## config.mk

```make
export PLATFORM = sky130hd
export DESIGN_NAME = ldd_regs
export DESIGN_NICKNAME = d
export VERILOG_FILES = /design/src/ldd_pkg.sv /design/src/ldd_char_decode.sv /design/src/ldd_fault_scan.sv /design/src/ldd_regs.sv
export SDC_FILE = /design/constraint.sdc
export NUM_CORES = 1
export LEC_CHECK = 0
export ABC_AREA = 1
export BUFFER_PORTS_ARGS = -buffer_cell sky130_fd_sc_hd__buf_2
export CORE_ASPECT_RATIO = 1.25
export CORE_UTILIZATION = 55
export CTS_CLUSTER_DIAMETER = 60
export DETAILED_ROUTE_END_ITERATION = 16
export PLACE_DENSITY_LB_ADDON = 0.1
export RECOVER_POWER = 100
export SLEW_MARGIN = 5
export SYNTH_ARGS = -nofsm -noshare
export SYNTH_HDL_FRONTEND = slang
export SYNTH_SLANG_ARGS = --single-unit
export TNS_END_PERCENT = 5
```

## constraint.sdc

```tcl
create_clock -name mclk_i -period 3.45 [get_ports mclk_i]
set_clock_uncertainty 0.15 [all_clocks]
set_input_delay 0.1725 -clock mclk_i [delete_from_list [all_inputs] [get_ports mclk_i]]
set_output_delay 0.1725 -clock mclk_i [all_outputs]
set_load 0.03 [all_outputs]
```

## src/ldd_pkg.sv

```systemverilog
// Purpose: Shared constants for the display decode and diagnostics bank.
// Assumes: Register access by a 16-bit command word, address in D12:D8.
// Notes: Diagnostic timing is a plain default.
package ldd_pkg;
  localparam logic [7:0] ADDR_DECODE = 8'h09;
  localparam logic [7:0] ADDR_POWER = 8'h0c;
  localparam logic [7:0] ADDR_FEATURE = 8'h0e;
  localparam logic [7:0] ADDR_SELF_CHECK = 8'h0f;
  localparam logic [7:0] ADDR_DIAG_FIRST = 8'h14;
  localparam logic [7:0] ADDR_DIAG_LAST = 8'h1b;
  localparam logic [7:0] ADDR_DIGIT_FIRST = 8'h01;
  localparam logic [7:0] ADDR_DIGIT_LAST = 8'h08;
  localparam int CMD_RW_BIT = 14;
  localparam int PWR_RUN_BIT = 0;
  localparam int PWR_KEEP_FEAT_BIT = 7;
  localparam int FEAT_HEX_SEL_BIT = 2;
  localparam int TST_LAMP_BIT = 0;
  localparam int TST_SHORT_BIT = 1;
  localparam int TST_OPEN_BIT = 2;
  localparam int TST_BUSY_BIT = 3;
  localparam int TST_ERR_BIT = 4;
  localparam int TST_ROPEN_BIT = 5;
  localparam int TST_RSHORT_BIT = 6;
  localparam logic [7:0] FEATURE_RESET = 8'h00;
  localparam logic [7:0] POWER_RESET = 8'h00;
  localparam logic [7:0] DECODE_RESET = 8'h00;
  localparam logic [7:0] TEST_RESET = 8'h00;
  localparam logic [7:0] SEG_ALL_ON = 8'hff;
  // Time given to one digit of a fault scan.
  localparam int SCAN_DIGIT_NS = 1000;
  localparam int CLK_NS = 8;
  localparam int SCAN_DIGIT_CYC = (SCAN_DIGIT_NS + CLK_NS - 1) / CLK_NS;
endpackage : ldd_pkg

```

## src/ldd_char_decode.sv

```systemverilog
// Purpose: Maps one digit register byte to segment lines.
// Assumes: Segment order DP,A,B,C,D,E,F,G from bit 7 down.
// Notes: Purely combinational.
`timescale 1ns/100ps
`default_nettype none
module ldd_char_decode (
  input wire logic [7:0] digit_i,
  input wire logic decode_en_i,
  input wire logic hex_sel_i,
  output logic [7:0] seg_o
);
  logic [6:0] glyph;
  always_comb begin
    glyph = 7'h00;
    case (digit_i[3:0])
      4'h0: glyph = 7'h7e;
      4'h1: glyph = 7'h30;
      4'h2: glyph = 7'h6d;
      4'h3: glyph = 7'h79;
      4'h4: glyph = 7'h33;
      4'h5: glyph = 7'h5b;
      4'h6: glyph = 7'h5f;
      4'h7: glyph = 7'h70;
      4'h8: glyph = 7'h7f;
      4'h9: glyph = 7'h7b;
      4'ha: glyph = hex_sel_i ? 7'h77 : 7'h01;
      4'hb: glyph = hex_sel_i ? 7'h1f : 7'h4f;
      4'hc: glyph = hex_sel_i ? 7'h4e : 7'h37;
      4'hd: glyph = hex_sel_i ? 7'h3d : 7'h0e;
      4'he: glyph = hex_sel_i ? 7'h4f : 7'h67;
      default: glyph = hex_sel_i ? 7'h47 : 7'h00;
    endcase
    if (decode_en_i) begin
      seg_o = {digit_i[7], glyph};
    end else begin
      seg_o = digit_i;
    end
  end
endmodule : ldd_char_decode
`default_nettype wire

```

## src/ldd_fault_scan.sv

```systemverilog
// Purpose: Runs the open/short LED scan over eight digits.
// Assumes: Per-LED fault levels arrive from the analog front end.
// Notes: Results land only when the scan ends.
`timescale 1ns/100ps
`default_nettype none
module ldd_fault_scan (
  input wire logic mclk_i,
  input wire logic nrst_i,
  input wire logic start_i,
  input wire logic chk_open_i,
  input wire logic chk_short_i,
  input wire logic [7:0] open_fault_scan_start_i,
  input wire logic [7:0] short_fault_scan_start_i,
  output logic busy_o,
  output logic any_err_o,
  output logic done_o,
  output logic [63:0] result_o
);
  typedef enum logic [0:0] {LDD_IDLE, LDD_RUN} ldd_scan_t;
  ldd_scan_t st_q, st_d;
  logic [15:0] tick_q, tick_d;
  logic [2:0] dig_q, dig_d;
  logic [63:0] acc_q, acc_d, res_q, res_d;
  logic err_q, err_d, done_q, done_d;
  logic [7:0] fault;
  always_comb begin
    st_d = st_q;
    tick_d = tick_q;
    dig_d = dig_q;
    acc_d = acc_q;
    res_d = res_q;
    err_d = err_q;
    done_d = 1'b0;
    fault = (chk_open_i ? open_fault_scan_start_i : 8'h00) |
            (chk_short_i ? short_fault_scan_start_i : 8'h00);
    case (st_q)
      LDD_IDLE: begin
        if (start_i) begin
          st_d = LDD_RUN;
          tick_d = 16'h0000;
          dig_d = 3'h0;
          acc_d = 64'h0;
        end
      end
      default: begin
        if (tick_q == 16'(ldd_pkg::SCAN_DIGIT_CYC - 1)) begin
          tick_d = 16'h0000;
          acc_d[dig_q*8 +: 8] = fault;
          if (dig_q == 3'h7) begin
            st_d = LDD_IDLE;
            res_d = acc_d;
            err_d = |acc_d;
            done_d = 1'b1;
          end else begin
            dig_d = dig_q + 3'h1;
          end
        end else begin
          tick_d = tick_q + 16'h0001;
        end
      end
    endcase
  end
  always_ff @(posedge mclk_i) begin
    if (!nrst_i) begin
      st_q <= LDD_IDLE;
      tick_q <= 16'h0000;
      dig_q <= 3'h0;
      acc_q <= 64'h0;
      res_q <= 64'h0;
      err_q <= 1'b0;
      done_q <= 1'b0;
    end else begin
      st_q <= st_d;
      tick_q <= tick_d;
      dig_q <= dig_d;
      acc_q <= acc_d;
      res_q <= res_d;
      err_q <= err_d;
      done_q <= done_d;
    end
  end
  assign busy_o = (st_q == LDD_RUN);
  assign any_err_o = err_q;
  assign done_o = done_q;
  assign result_o = res_q;
endmodule : ldd_fault_scan
`default_nettype wire

```

## src/ldd_regs.sv

```systemverilog
// Purpose: Register bank for decode, power state and self check.
// Assumes: A whole 16-bit command word arrives with a one-cycle strobe.
// Notes: Address sits in D12:D8, data in D7:D0.
`timescale 1ns/100ps
`default_nettype none
module ldd_regs (
  input wire logic mclk_i,
  input wire logic nrst_i,
  input wire logic cmd_valid_i,
  input wire logic [15:0] cmd_word_i,
  input wire logic [2:0] scan_digit_i,
  input wire logic [7:0] open_fault_scan_start_i,
  input wire logic [7:0] short_fault_scan_start_i,
  input wire logic resistor_open_i,
  input wire logic resistor_short_i,
  output logic [7:0] rd_data_o,
  output logic rd_valid_o,
  output logic [7:0] seg_o,
  output logic display_on_o,
  output logic [7:0] feature_o
);
  logic [7:0] digit_q [8];
  logic [7:0] digit_d [8];
  logic [7:0] dec_q, dec_d, pwr_q, pwr_d, feat_q, feat_d;
  logic [2:0] tst_q, tst_d;
  logic [7:0] rd_q, rd_d;
  logic rdv_q, rdv_d, start;
  logic [7:0] addr, wdata, selected, seg_raw, status;
  logic busy, any_err, scan_done;
  logic [63:0] diag;

  assign addr = {4'h0, cmd_word_i[11:8]} | (cmd_word_i[12] ? 8'h10 : 8'h00);
  assign wdata = cmd_word_i[7:0];
  assign selected = digit_q[scan_digit_i];

  ldd_char_decode u_dec (
    .digit_i(selected),
    .decode_en_i(dec_q[scan_digit_i]),
    .hex_sel_i(feat_q[ldd_pkg::FEAT_HEX_SEL_BIT]),
    .seg_o(seg_raw)
  );

  ldd_fault_scan u_scan (
    .mclk_i(mclk_i),
    .nrst_i(nrst_i),
    .start_i(start),
    .chk_open_i(tst_q[ldd_pkg::TST_OPEN_BIT]),
    .chk_short_i(tst_q[ldd_pkg::TST_SHORT_BIT]),
    .open_fault_scan_start_i(open_fault_scan_start_i),
    .short_fault_scan_start_i(short_fault_scan_start_i),
    .busy_o(busy),
    .any_err_o(any_err),
    .done_o(scan_done),
    .result_o(diag)
  );

  always_comb begin
    status = {1'b0, resistor_short_i, resistor_open_i, any_err, busy,
              tst_q};
  end

  always_comb begin
    for (int i = 0; i < 8; i++) begin
      digit_d[i] = digit_q[i];
    end
    dec_d = dec_q;
    pwr_d = pwr_q;
    feat_d = feat_q;
    tst_d = tst_q;
    rd_d = rd_q;
    rdv_d = 1'b0;
    start = 1'b0;
    if (cmd_valid_i && !cmd_word_i[ldd_pkg::CMD_RW_BIT]) begin
      if (addr >= ldd_pkg::ADDR_DIGIT_FIRST &&
          addr <= ldd_pkg::ADDR_DIGIT_LAST) begin
        digit_d[3'(addr - ldd_pkg::ADDR_DIGIT_FIRST)] = wdata;
      end else if (addr == ldd_pkg::ADDR_DECODE) begin
        dec_d = wdata;
      end else if (addr == ldd_pkg::ADDR_POWER) begin
        pwr_d = wdata;
        if (!wdata[ldd_pkg::PWR_KEEP_FEAT_BIT]) begin
          feat_d = ldd_pkg::FEATURE_RESET;
        end
      end else if (addr == ldd_pkg::ADDR_FEATURE) begin
        feat_d = wdata;
      end else if (addr == ldd_pkg::ADDR_SELF_CHECK) begin
        // Scans only touch the self-check bits, never stored settings.
        tst_d = wdata[2:0];
        start = !busy && (wdata[ldd_pkg::TST_SHORT_BIT] ||
                          wdata[ldd_pkg::TST_OPEN_BIT]);
      end
    end else if (cmd_valid_i) begin
      rdv_d = 1'b1;
      if (addr >= ldd_pkg::ADDR_DIGIT_FIRST &&
          addr <= ldd_pkg::ADDR_DIGIT_LAST) begin
        rd_d = digit_q[3'(addr - ldd_pkg::ADDR_DIGIT_FIRST)];
      end else if (addr == ldd_pkg::ADDR_DECODE) begin
        rd_d = dec_q;
      end else if (addr == ldd_pkg::ADDR_POWER) begin
        rd_d = pwr_q;
      end else if (addr == ldd_pkg::ADDR_FEATURE) begin
        rd_d = feat_q;
      end else if (addr == ldd_pkg::ADDR_SELF_CHECK) begin
        rd_d = status;
      end else if (addr >= ldd_pkg::ADDR_DIAG_FIRST &&
                   addr <= ldd_pkg::ADDR_DIAG_LAST) begin
        rd_d = diag[3'(addr - ldd_pkg::ADDR_DIAG_FIRST)*8 +: 8];
      end else begin
        rd_d = 8'h00;
      end
    end
  end

  always_ff @(posedge mclk_i) begin
    if (!nrst_i) begin
      for (int i = 0; i < 8; i++) begin
        digit_q[i] <= 8'h00;
      end
      dec_q <= ldd_pkg::DECODE_RESET;
      pwr_q <= ldd_pkg::POWER_RESET;
      feat_q <= ldd_pkg::FEATURE_RESET;
      tst_q <= ldd_pkg::TEST_RESET[2:0];
      rd_q <= 8'h00;
      rdv_q <= 1'b0;
    end else begin
      digit_q <= digit_d;
      dec_q <= dec_d;
      pwr_q <= pwr_d;
      feat_q <= feat_d;
      tst_q <= tst_d;
      rd_q <= rd_d;
      rdv_q <= rdv_d;
    end
  end

  // Lamp check overrides shutdown so every segment lights for inspection.
  always_ff @(posedge mclk_i) begin
    if (!nrst_i) begin
      seg_o <= 8'h00;
      display_on_o <= 1'b0;
    end else begin
      seg_o <= tst_q[ldd_pkg::TST_LAMP_BIT] ? ldd_pkg::SEG_ALL_ON :
               seg_raw;
      display_on_o <= pwr_q[ldd_pkg::PWR_RUN_BIT] ||
                      tst_q[ldd_pkg::TST_LAMP_BIT];
    end
  end

  assign rd_data_o = rd_q;
  assign rd_valid_o = rdv_q;
  assign feature_o = feat_q;
  // The host is expected to poll the busy flag first; scan_done
  // marks when results become coherent.
  logic unused_done;
  assign unused_done = scan_done;
endmodule : ldd_regs
`default_nettype wire

```

**Word-level counts from Yosys, hierarchy flattened**

Index checks and enable logic that the tools add are counted.

- Add/sub/neg operators: 5
- Multiply operators: 0
- Divide/modulo/power cells: 0
- Order comparisons: 8
- Equality and inequality tests: 23
- Shift-type cells: 3
- Multiplexer cells: 54
- Bitwise operators: 10
- Reductions and logical operators: 23

Operators by type and width:

| cell | number |
|---|---|
| $mux 64 | 3 |
| $mux 8 | 17 |
| $bwmux 64 | 2 |
| $pmux 7 s15 | 1 |
| $reduce_or 64->1 | 1 |
| $shift 8x34->64 const A | 1 |
| $shiftx 64x7->8 | 1 |
| $shiftx 8x34->64 | 1 |
| $bmux 8 s3 | 2 |
| $mux 16 | 3 |
| $mux 7 | 5 |
| $neg 6->34 | 1 |
| $eq 4x4->1 const B | 7 |
| $demux 8 s3 | 1 |
| $eq 5x4->1 const B | 4 |
| $add 16x1->16 const B | 1 |
| $eq 16x7->1 const B | 1 |
| $eq 4x3->1 const B | 4 |
| $mux 1 | 12 |
| $mux 3 | 4 |
| $mux 6 | 2 |
| $reduce_and 3->1 | 3 |
| $eq 4x2->1 const B | 2 |
| $ge 4x4->1 const B | 2 |
| 28 further kinds | 45 |

- Bits in registers: 258
- Bits in latches: 0
- Bits in writable memories: 0
- ROM bits: 0
- Input port bits: 40
- Logic and storage cells: 148
- Memories: 0

**Depth between registers and ports, before layout**

Gate-level depths: netlist of the first run.

- Depth in word-level cells: 11
- Gate-level depth with buffers: 20
- Depth with buffers taken out: 17

**Cells and area by module**

Synthesis of the first run repeated with hierarchy kept, for this count alone.

- Cell total of the unflattened synthesis: 2188
- Area total of the unflattened synthesis: 14171.1 sq um

Modules (own cells, without submodules):

| module | instances | cells each | area each (sq um) | seq. area each (sq um) |
|---|---|---|---|---|
| ldd_fault_scan | 1 | 1096 | 7282.0 | 3002.9 |
| ldd_regs | 1 | 981 | 6374.9 | 2182.1 |
| ldd_char_decode | 1 | 111 | 514.2 | 0.0 |

**Least setup slack after synthesis of the first run**

OpenSTA, ideal clock, no wires.

- Path type: register -> register
- From: register u_scan.dig_q[0]
- To: register u_scan.err_q, in the netlist u_scan.any_err_o
- Setup time: 109 ps
- Arrival: 2364 ps
- Setup slack: 827 ps
- Stages on the path, launching flop included: 19
- Buffers on the path: 3
- Clock period less this slack: 2623 ps
- Cell sequence: dfxtp_1 -> buf_4 -> inv_6 -> buf_2 -> ha_1 -> ha_1 -> inv_2 -> nand3_1 -> nor2_1 -> buf_4 -> nor2_1 -> a21oi_1 -> nand2_1 -> nor2_1 -> nand3_1 -> nor2_1 -> nand4_1 -> nand2_1 -> inv_1

- Longest elaborated chain between the ends: 4
- Elaborated cells between the ends (all ways): 7

Ends and longest elaborated chain:

| what | line | RTL |
|---|---|---|
| start: declaration | ldd_fault_scan.sv:22 | `logic [2:0] dig_q, dig_d;` |
| start signal: assignment | ldd_fault_scan.sv:75 | `dig_q <= dig_d;` |
| $neg 6->34 | ldd_fault_scan.sv:48 | `acc_d[dig_q*8 +: 8] = fault;` |
| $shiftx 8x34->64 / $shift 8x34->64 (equally long branches) | ldd_fault_scan.sv:48 |  |
| $bwmux 64 | ldd_fault_scan.sv:48 |  |
| $reduce_or 64->1 | ldd_fault_scan.sv:52 | `err_d = \|acc_d;` |
| end signal: assignment | ldd_fault_scan.sv:78 | `err_q <= err_d;` |
| end: declaration | ldd_fault_scan.sv:24 | `logic err_q, err_d, done_q, done_d;` |

Several ways; a longest one is shown, not always the timed one.
A chain may end at the register's enable or synchronous reset.

**Final worst setup path of the first run**

- From: register u_scan.tick_q[0]
- To: register u_scan.acc_q[28]

- Longest elaborated chain between the ends: 3

Ends and longest elaborated chain:

| what | line | RTL |
|---|---|---|
| start: declaration | ldd_fault_scan.sv:21 | `logic [15:0] tick_q, tick_d;` |
| start signal: assignment | ldd_fault_scan.sv:74 | `tick_q <= tick_d;` |
| $eq 16x7->1 | ldd_fault_scan.sv:46 | `if (tick_q == 16'(ldd_pkg::SCAN_DIGIT_CYC - 1)) begin` |
| $ne 2x2->1 (no source line) | n/a |  |
| $reduce_and 2->1 (no source line) | n/a |  |
| end signal: assignment | ldd_fault_scan.sv:68 | `acc_q <= 64'h0;` |
| end signal: assignment | ldd_fault_scan.sv:76 | `acc_q <= acc_d;` |
| end: declaration | ldd_fault_scan.sv:23 | `logic [63:0] acc_q, acc_d, res_q, res_d;` |

Every way passes these cells.

==> summary.txt, run 1 <==
outcome -> complete, but fails checks
failing checks -> capacitance limit, slew limit
CTS H-tree lvls -> 1
worst slew pin tran -> 1.70 ns
GPL Wtd Cong -> 0.926
register area -> 5170 um^2
initial antenna violation count -> 1
final hold vios -> 0
crit path cell chain -> inv_1, ha_1, nand3_1, nor3_1, nand2_1, nor2_4, inv_2, nand2_1, inv_1, clkbuf_1, nand3_1, o21ai_0
Avg Inst Size Synth -> 6.70 um^2
Final Max Tran Viols -> 84
# fillers -> 2296
total negative slack -> 0 ns
Setup-failing EPs final -> 0
crit path DAT -> 3.51 ns
IO buf count -> 63
Area contributors post-synth -> dfxtp_1, nand2_1, o21ai_0
Clock Tree Buf Depth -> 3
core box area -> 23700 um^2
critical path's top delay family -> buffers and inverters
global route overflow -> 0
setup bufs post-CTS -> 0
Seq/Total Area, Yosys -> 0.387
worst slew margin relative to its limit -> -0.134
Die Y -> 176 um
# DRC -> 0
WL per Instance -> 17.5 um
flops & latches, synth -> 258
Starting Density -> 0.562
cts bufs inserted -> 27
max frequency -> 312 MHz
layout cells sized above 1 -> 0.0805
Detail Route met3 WL -> 2420 um
remaining antenna violation count -> 0
# IOs -> 66
Post-synth EDFFs -> 0
unrepaired setup endpoints after global routing -> false
NumNets Final -> 2060
full die area -> 24900 um^2
max layer used -> met4
P per Cell Area -> 449 nW/um^2
slowest CP cell -> clkbuf_1
hpwl dp -> 28600 um
Async SR Flop Fraction -> 0
worst hold path type -> input port to flop
CP Launch Type -> flop
Worst Path Max Fanout -> 21
Rows -> 63
Die X-Extent -> 141 um
Met1 Wirelength -> 16800 um
Power, Total -> 6.62 mW
clk sink count -> 258
post-synth net total -> 2042
cell area after synthesis -> 13300 um^2
CP max stage delay -> 0.61 ns
most frequent cells in the layout -> nand2_1, dfxtp_1, o21ai_0
period utilisation layout -> 0.930
first drt pass iteration count -> 5
leakage -> 6.02 nW
synthesized instance count -> 1990
clock-pin slew on the worst setup and hold paths -> 0.06 ns
Layout area overhead -> 10.6%
Overall Global Routing Usage -> 0.330
initial DRC count -> 1008
total wire length -> 41200 um
worst path bufs/invs -> 4
WP data required -> 3.76 ns
Vias per Instance -> 5.71
largest net degree at the start of global routing -> 84
synth unique cells -> 44
synth warn -> 0
wire length of the first global-routing pass -> 64700 um
Primary FF master, synth -> dfxtp_1
vias in the first global route -> 12200
crit path capture type -> flop
most frequent standard cell in the layout excluding fill and tap cells -> nand2_1
Synth area leader -> dfxtp_1
crit path time final -> 3.21 ns
met2 wire len -> 19400 um
Vias -> 13400
Worst-Skew Late Latency -> 0.54 ns
CTS tree -> done
Yosys top cell area share -> 0.387
number of max-cap violations -> 1
root buf cell -> clkbuf_16
area of the multi-input gates -> 6840 um^2
CP Class -> flop to flop
Max VDD drop -> 0.366 mV
[metal layers]
metal / track usage / vias to the layer above
li1: - / 6677
met1: 0.402 / 6135
met2: 0.556 / 487
met3: 0.0372 / 125
met4: 0.205 / 0
met5: 0 / -
[metrics by stage]
| step | worst slack, ns | utilization | std cells | area (um^2) | hold slack (ns) |
|---|---|---|---|---|---|
| after floorplan | 0.827 | - | 1990 | 13300 | 0.180 |
| after global placement | 0.275 | 0.580 | 2289 | 13800 | 0.296 |
| after detailed placement | 0.253 | 0.580 | 2289 | 13800 | 0.303 |
| after CTS | 0.246 | 0.624 | 2351 | 14800 | 0.00634 |
| after global routing | 0.0972 | 0.621 | 2351 | 14700 | 0.0612 |
| final | 0.242 | 0.621 | 2352 | 14700 | 0.0277 |
[worst reg2reg max path, cell delays in order, from the launching register on]
cell      delay, ns
dfxtp_1        0.42
inv_1          0.07
ha_1           0.23
nand3_1        0.09
nor3_1         0.05
nand2_1        0.18
nor2_4         0.12
inv_2          0.40
nand2_1        0.16
inv_1          0.39
clkbuf_1       0.61
nand3_1        0.16
o21ai_0        0.12
[cell usage after synthesis, drive strengths merged (12+ instances only)]
library cell and number:
o21ai 269, o22ai 24, nand3 149, nor2 170
o211ai 28, nand2 451, buf 51, clkbuf 71
a21oi 220, inv 196, dfxtp 258, ha 12
nor3 15, nand4 12
[where the power goes]
part	switching [mW]	leakage [nW]	internal [mW]
Sequential	0.0108	2.08	3.00
Clock	1.21	0.450	1.81
Combinational	0.428	3.49	0.163
[flip-flops by register name (all words and copies together), names as in the netlist]
name,flops
u_scan.any_err_o,1
digit_q,64
tst_q,3
seg_o,8
display_on_o,1
u_scan.dig_q,3
rd_data_o,8
dec_q,8
pwr_q,8
rd_valid_o,1
u_scan.acc_q,64
u_scan.tick_q,16
u_scan.busy_o,1
u_scan.result_o,64
feature_o,8
[worst paths after layout]
path / slack [ns] / start / endpoint / cells past startpoint
max: 0.24 / u_scan.tick_q[0] / u_scan.acc_q[28] / 12
min reg2reg: 0.31 / u_scan.acc_q[15] / u_scan.acc_q[15] / 2
max reg2reg: 0.24 / u_scan.tick_q[0] / u_scan.acc_q[28] / 12
min: 0.03 / short_fault_scan_start_i[4] / u_scan.result_o[4] / 5
[cell type report]
class | instances | area share
timing repair buffer | 111 | 0.0459
inverter | 196 | 0.0503
clock inverter | 12 | 0.0110
tap | 325 | 0.0276
antenna | 1 | 0.000170
sequential | 258 | 0.350
multi-input combinational | 1414 | 0.464
clock buffer | 35 | 0.0506
[kinds of logic after synthesis]
| family | synth area share |
|---|---|
| DFF | 0.387 |
| buffers and inverters | 0.0979 |
| xor gates and xnor gates | 0.000657 |
| adders and majority gates | 0.0113 |
| and+or+nand+nor | 0.262 |
| AOI/OAI and AO/OA | 0.240 |
[timing repair]
action,in CTS,in global routing
hold endpoints to repair,109,0
resized for setup,0,1
endpoints found under the setup margin,0,1
hold buffers,15,0
No activity file was read; power rests on OpenSTA's default activity.
==> run 2: changes to the inputs <==
- REMOVE_ABC_BUFFERS: not set -> 1
==> run 2 against run 1 <==
  * The flow still finishes with violations (capacitance limit, slew limit)
  * Non-clock buffer count is 4 lower
  * Register-to-register slack better by 0.07 ns
  * Count of clock-buffer cells in the layout is 4 higher
  * Worst hold slack worse by 0.0068 ns
  * Critical path type unchanged
  * Wire length is 1.7% higher
  * Sequential share of layout area is 0.32 points higher
  * Final area is 0.94% lower
  * Worst setup slack better by 0.067 ns
  * Via count is 0.74% higher
  * First-iteration DRC count is 25% higher
  * Core utilization is 0.59 points lower
==> summary.txt, run 2 (synthesis results as in run 1) <==
outcome -> complete, but fails checks
failing checks -> capacitance limit, slew limit
cts bufs inserted -> 27
crit path DAT -> 3.34 ns
unrepaired setup endpoints after global routing -> false
R2R Setup Slk -> 0.31 ns
vias in the first global route -> 12700
Min-Delay Startpoint -> short_fault_scan_start_i[4]
# fillers -> 2321
Vias per Instance -> 5.77
R2R Path Start -> u_scan.dig_q[0]
Power, Total -> 6.34 mW
leakage -> 5.95 nW
max frequency -> 318 MHz
Final Max Tran Viols -> 143
Starting Density -> 0.562
CP Launch Type -> flop
Overall Global Routing Usage -> 0.338
clock-pin slew on the worst setup and hold paths -> 0.06 ns
CTS tree -> done
Clock Tree Buf Depth -> 3
hpwl dp -> 29400 um
CP max stage delay -> 0.62 ns
initial antenna violation count -> 1
setup bufs post-CTS -> 0
Rows -> 63
most frequent cells in the layout -> nand2_1, dfxtp_1, o21ai_0
most frequent standard cell in the layout excluding fill and tap cells -> nand2_1
WL per Instance -> 17.9 um
worst r2r dst -> u_scan.result_o[52]
final instance area -> 14600 um^2
CTS H-tree lvls -> 1
crit path cell chain -> clkbuf_1, ha_1, ha_1, nand2_1, nor2_4, inv_1, nand2_1, o21a_1, nor2_1
global route overflow -> 0
crit path time final -> 3.14 ns
worst slew pin tran -> 2.11 ns
IO buf count -> 63
first drt pass iteration count -> 6
WP data required -> 3.65 ns
# IOs -> 66
DP Area -> 13700 um^2
Die Y -> 176 um
Worst Hold End -> u_scan.result_o[4]
P per Cell Area -> 434 nW/um^2
wire length of the first global-routing pass -> 66200 um
Worst-Skew Late Latency -> 0.54 ns
Reg2Reg Depth -> 9
Die X-Extent -> 141 um
remaining antenna violation count -> 0
worst hold path type -> input port to flop
final hold vios -> 0
layout cells sized above 1 -> 0.0738
Vias -> 13500
crit path capture type -> flop
GPL Wtd Cong -> 0.979
period utilisation layout -> 0.910
number of max-cap violations -> 2
Worst Path Max Fanout -> 38
pre-CTS WS -> 0.313 ns
full die area -> 24900 um^2
Layout area overhead -> 9.53%
worst slew margin relative to its limit -> -0.405
Max VDD drop -> 0.392 mV
Setup-failing EPs final -> 0
# DRC -> 0
core box area -> 23700 um^2
Hold Crit Depth -> 5
largest net degree at the start of global routing -> 91
clk sink count -> 258
Worst Slack Setup Final -> 0.310 ns
initial DRC count -> 1258
root buf cell -> clkbuf_16
NumNets Final -> 2056
total wire length -> 41900 um
CP Class -> flop to flop
total negative slack -> 0 ns
slowest CP cell -> inv_1
==> run 2: stage by stage <==
step | hold WS [ns] | std cells | utilization
6_report | 0.0209 | 2344 | 0.616
3_5_place_dp | 0.303 | 2284 | 0.578
3_3_place_gp | 0.296 | 2284 | 0.578
5_1_grt | 0.0511 | 2344 | 0.616
4_1_cts | 0.00261 | 2343 | 0.619
2_1_floorplan | 0.120 | 1868 | -
==> run 2: how the worst max path moves through the flow <==
stage,startpoint,to,cells past startpoint
after floorplan,u_scan.dig_q[0],u_scan.result_o[11],8
after global placement,u_scan.dig_q[0],u_scan.any_err_o,15
after detailed placement,u_scan.dig_q[0],u_scan.any_err_o,15
after CTS,u_scan.dig_q[0],u_scan.any_err_o,15
after global routing,u_scan.dig_q[0],u_scan.any_err_o,15
final,u_scan.dig_q[0],u_scan.result_o[52],9
==> run 2: area by class of cell <==
cell class / count / area [um^2] / area share
flip-flops and latches: 258 / 5160 / 0.354
clock inverters: 4 / 20.0 / 0.00137
clock buffers: 39 / 781 / 0.0535
well taps: 325 / 407 / 0.0278
repair buffers: 107 / 644 / 0.0441
multi-input cells: 1414 / 6840 / 0.469
diodes: 1 / 2.50 / 0.000171
inverters: 196 / 742 / 0.0508
==> run 2: what timing repair did <==
item,in CTS,in global routing
hold buffers,16,0
setup endpoints to repair,0,1
gates resized for setup,0,1
endpoints found under the hold margin,113,0
==> run 2: worst max-delay path, delay by kind of cell, from the launching register on <==
family	cells	cell delay [ns]
compound gates	1	0.14
fa+ha+maj	2	0.48
flops	1	0.40
simple gates	4	0.79
buf+inv	2	0.97
==> run 2: where the power goes <==
| group | internal (mW) | switching, mW | leakage (nW) |
|---|---|---|---|
| combinational | 0.158 | 0.422 | 3.47 |
| clock | 1.55 | 1.20 | 0.399 |
| sequential | 3.00 | 0.0101 | 2.08 |
==> run 2: metal layers <==
layer  vias up  share of wire  global-route usage
li1       6650              -                   -
met1      6168           0.39               0.390
met2       539           0.48               0.580
met3       167          0.059              0.0450
met4         0          0.072               0.234
met5         -              0                   0
==> run 3: changes to the inputs <==
- ABC_AREA: 1 -> not set
- CTS_CLUSTER_DIAMETER: 60 -> 200
- clock period: 3.45 -> 3.6 ns (I/O delays scaled with it)
==> run 3 against run 2 <==
  * The run still ends with capacitance limit, slew limit left
  * Final cell count down 19%
  * Global-route usage down 0.33 points
  * Non-clock buffer count up 29
  * Critical path depth down 4
  * Via count down 11%
  * Flip-flop and latch count unchanged
  * Synthesized area down 0.20%
  * Core utilization up 1.7 points
  * Register-to-register slack worse by 0.07 ns
  * Combinational power down 39%
  * Sequential share of layout area down 0.95 points
  * Final area up 2.8%
  * Critical path type is now input port to flop
  * Largest cell class unchanged
  * Largest power group is now the clock network
==> summary.txt, run 3 <==
outcome -> complete, but fails checks
failing checks -> capacitance limit, slew limit
most frequent cells in the layout -> dfxtp_1, nor2_1, nand2_1
synth warn -> 0
Setup-failing EPs final -> 0
# DRC -> 0
Worst Path Max Fanout -> 98
R2R Path Start -> u_scan.dig_q[1]
Area contributors post-synth -> dfxtp_1, mux2i_1, nor2_1
top-count cell post-synth -> dfxtp_1
CP Launch Type -> input port
cts bufs inserted -> 27
worst hold path type -> input port to flop
most frequent cells after synthesis -> dfxtp_1, nor2_1, nand2_1
IO buf count -> 63
Hold Crit Depth -> 5
worst slew pin tran -> 1.89 ns
Primary FF master, synth -> dfxtp_1
Vias -> 12100
root buf cell -> clkbuf_16
number of max-cap violations -> 7
antenna diode count -> 0
Die X-Extent -> 141 um
Overall Global Routing Usage -> 0.335
remaining antenna violation count -> 0
P per Cell Area -> 439 nW/um^2
WL per Instance -> 21.9 um
critical path's top delay family -> buffers and inverters
# IOs -> 66
initial DRC count -> 1048
Die Y -> 176 um
worst r2r dst -> u_scan.any_err_o
CP max stage delay -> 0.97 ns
core box area -> 23700 um^2
Min-Delay Startpoint -> resistor_short_i
CTS tree -> done
Async SR Flop Fraction -> 0
worst slew margin relative to its limit -> -0.272
first drt pass iteration count -> 6
Rows -> 63
Avg Inst Size Synth -> 8.73 um^2
Clock Tree Buf Depth -> 3
unrepaired setup endpoints after global routing -> false
hpwl dp -> 29200 um
most frequent standard cell in the layout excluding fill and tap cells -> dfxtp_1
Synth area leader -> dfxtp_1
CP Class -> input port to flop
pre-CTS WS -> 0.262 ns
max frequency -> 295 MHz
flops & latches, synth -> 258
initial antenna violation count -> 1
full die area -> 24800 um^2
setup bufs post-CTS -> 0
Worst Slack Setup Final -> 0.209 ns
CTS H-tree lvls -> 1
R2R Setup Slk -> 0.24 ns
# fillers -> 2077
synth unique cells -> 77
Reg2Reg Depth -> 9
crit path DAT -> 3.68 ns
Post-synth EDFFs -> 0
crit path cell chain -> dlygate4sd3_1, clkbuf_1, inv_6, clkbuf_2, a211oi_1
synthesized instance count -> 1525
post-layout util -> 0.633
clk sink count -> 258
layout cells sized above 1 -> 0.130
Vias per Instance -> 6.34
area of the multi-input gates -> 7480 um^2
total wire length -> 41700 um
register area -> 5160 um^2
Yosys top cell area share -> 0.388
wire length of the first global-routing pass -> 64400 um
Starting Density -> 0.561
crit path time final -> 3.39 ns
Worst-Skew Late Latency -> 0.55 ns
leakage -> 5.29 nW
final hold slack -> 0.0404 ns
vias in the first global route -> 11300
GPL Wtd Cong -> 0.965
global route overflow -> 0
slowest CP cell -> clkbuf_1
period utilisation layout -> 0.942
Worst Hold End -> rd_data_o[6]
final hold vios -> 0
worst path bufs/invs -> 4
cell area after synthesis -> 13300 um^2
Layout area overhead -> 12.8%
crit path capture type -> flop
clock-pin slew on the worst setup and hold paths -> 0.06 ns
NumNets Final -> 1610
Final Max Tran Viols -> 73
Max VDD drop -> 0.335 mV
Seq/Total Area, Yosys -> 0.388
WP data required -> 3.89 ns
largest net degree at the start of global routing -> 99
## run 3: kinds of logic (layout without fill, tap and decap cells)
kind of cell / after synthesis / after routing / synth area share
and+or+nand+nor: 549 / 549 / 0.197
DFF: 258 / 258 / 0.388
xor gates and xnor gates: 3 / 3 / 0.00197
muxes: 165 / 165 / 0.162
AOI/OAI and AO/OA: 395 / 395 / 0.193
buffers and inverters: 143 / 197 / 0.0460
adders and majority gates: 12 / 12 / 0.0113
## run 3: worst reg2reg max path: stages, from the launching register on
cell and delay, ns:
dfxtp_1 0.43, inv_1 0.07, ha_1 0.20, ha_1 0.58, or3b_2 0.50, or2_2 0.39
a21oi_1 0.30, nand4_1 0.19, nor4_1 0.34, a31oi_1 0.12
## run 3: what timing repair did
action	in CTS	in global routing
resized for setup	0	0
hold buffers	13	0
hold endpoints to repair	94	0
## run 3: how the worst max path moves through the flow
stage          cells past startpoint                   to            start  slack (ns)
6_report                           5  u_scan.result_o[33]           nrst_i        0.21
5_1_grt                            5  u_scan.result_o[21]           nrst_i        0.03
4_1_cts                            9     u_scan.any_err_o  u_scan.dig_q[1]        0.27
3_5_place_dp                       9     u_scan.any_err_o  u_scan.dig_q[1]        0.26
3_3_place_gp                       9     u_scan.any_err_o  u_scan.dig_q[1]        0.28
2_1_floorplan                      8     u_scan.any_err_o  u_scan.dig_q[0]       -0.68
## run 3: per-layer routing
| metal | global-route usage | routed length (um) | up-vias |
|---|---|---|---|
| li1 | - | - | 5675 |
| met1 | 0.419 | 16900 | 5765 |
| met2 | 0.570 | 20200 | 511 |
| met3 | 0.0324 | 2440 | 125 |
| met4 | 0.175 | 2130 | 0 |
| met5 | 0 | 0 | - |
## run 3: layout make-up
class,instances,share of cell area
clock inverters,19,0.0238
clock buffers,31,0.0480
well taps,325,0.0271
flip-flops and latches,258,0.344
multi-input cells,1124,0.498
repair buffers,136,0.0554
inverters,11,0.00308
## run 3: metrics by stage
step / TNS (ns) / power, mW / area [um^2] / std cells
after floorplan: -13.37 / 3.11 / 12700 / 1393
after global placement: 0 / 3.28 / 14000 / 1841
after detailed placement: 0 / 3.29 / 14000 / 1841
after CTS: 0 / 6.63 / 15200 / 1904
after global routing: 0 / 6.76 / 15000 / 1904
final: 0 / 6.60 / 15000 / 1904
## run 3: where the power goes
part           switching [mW]  total, mW  internal (mW)
Sequential            0.00762       2.87           2.87
Combinational           0.243      0.351          0.107
Clock                    1.22       3.37           2.15
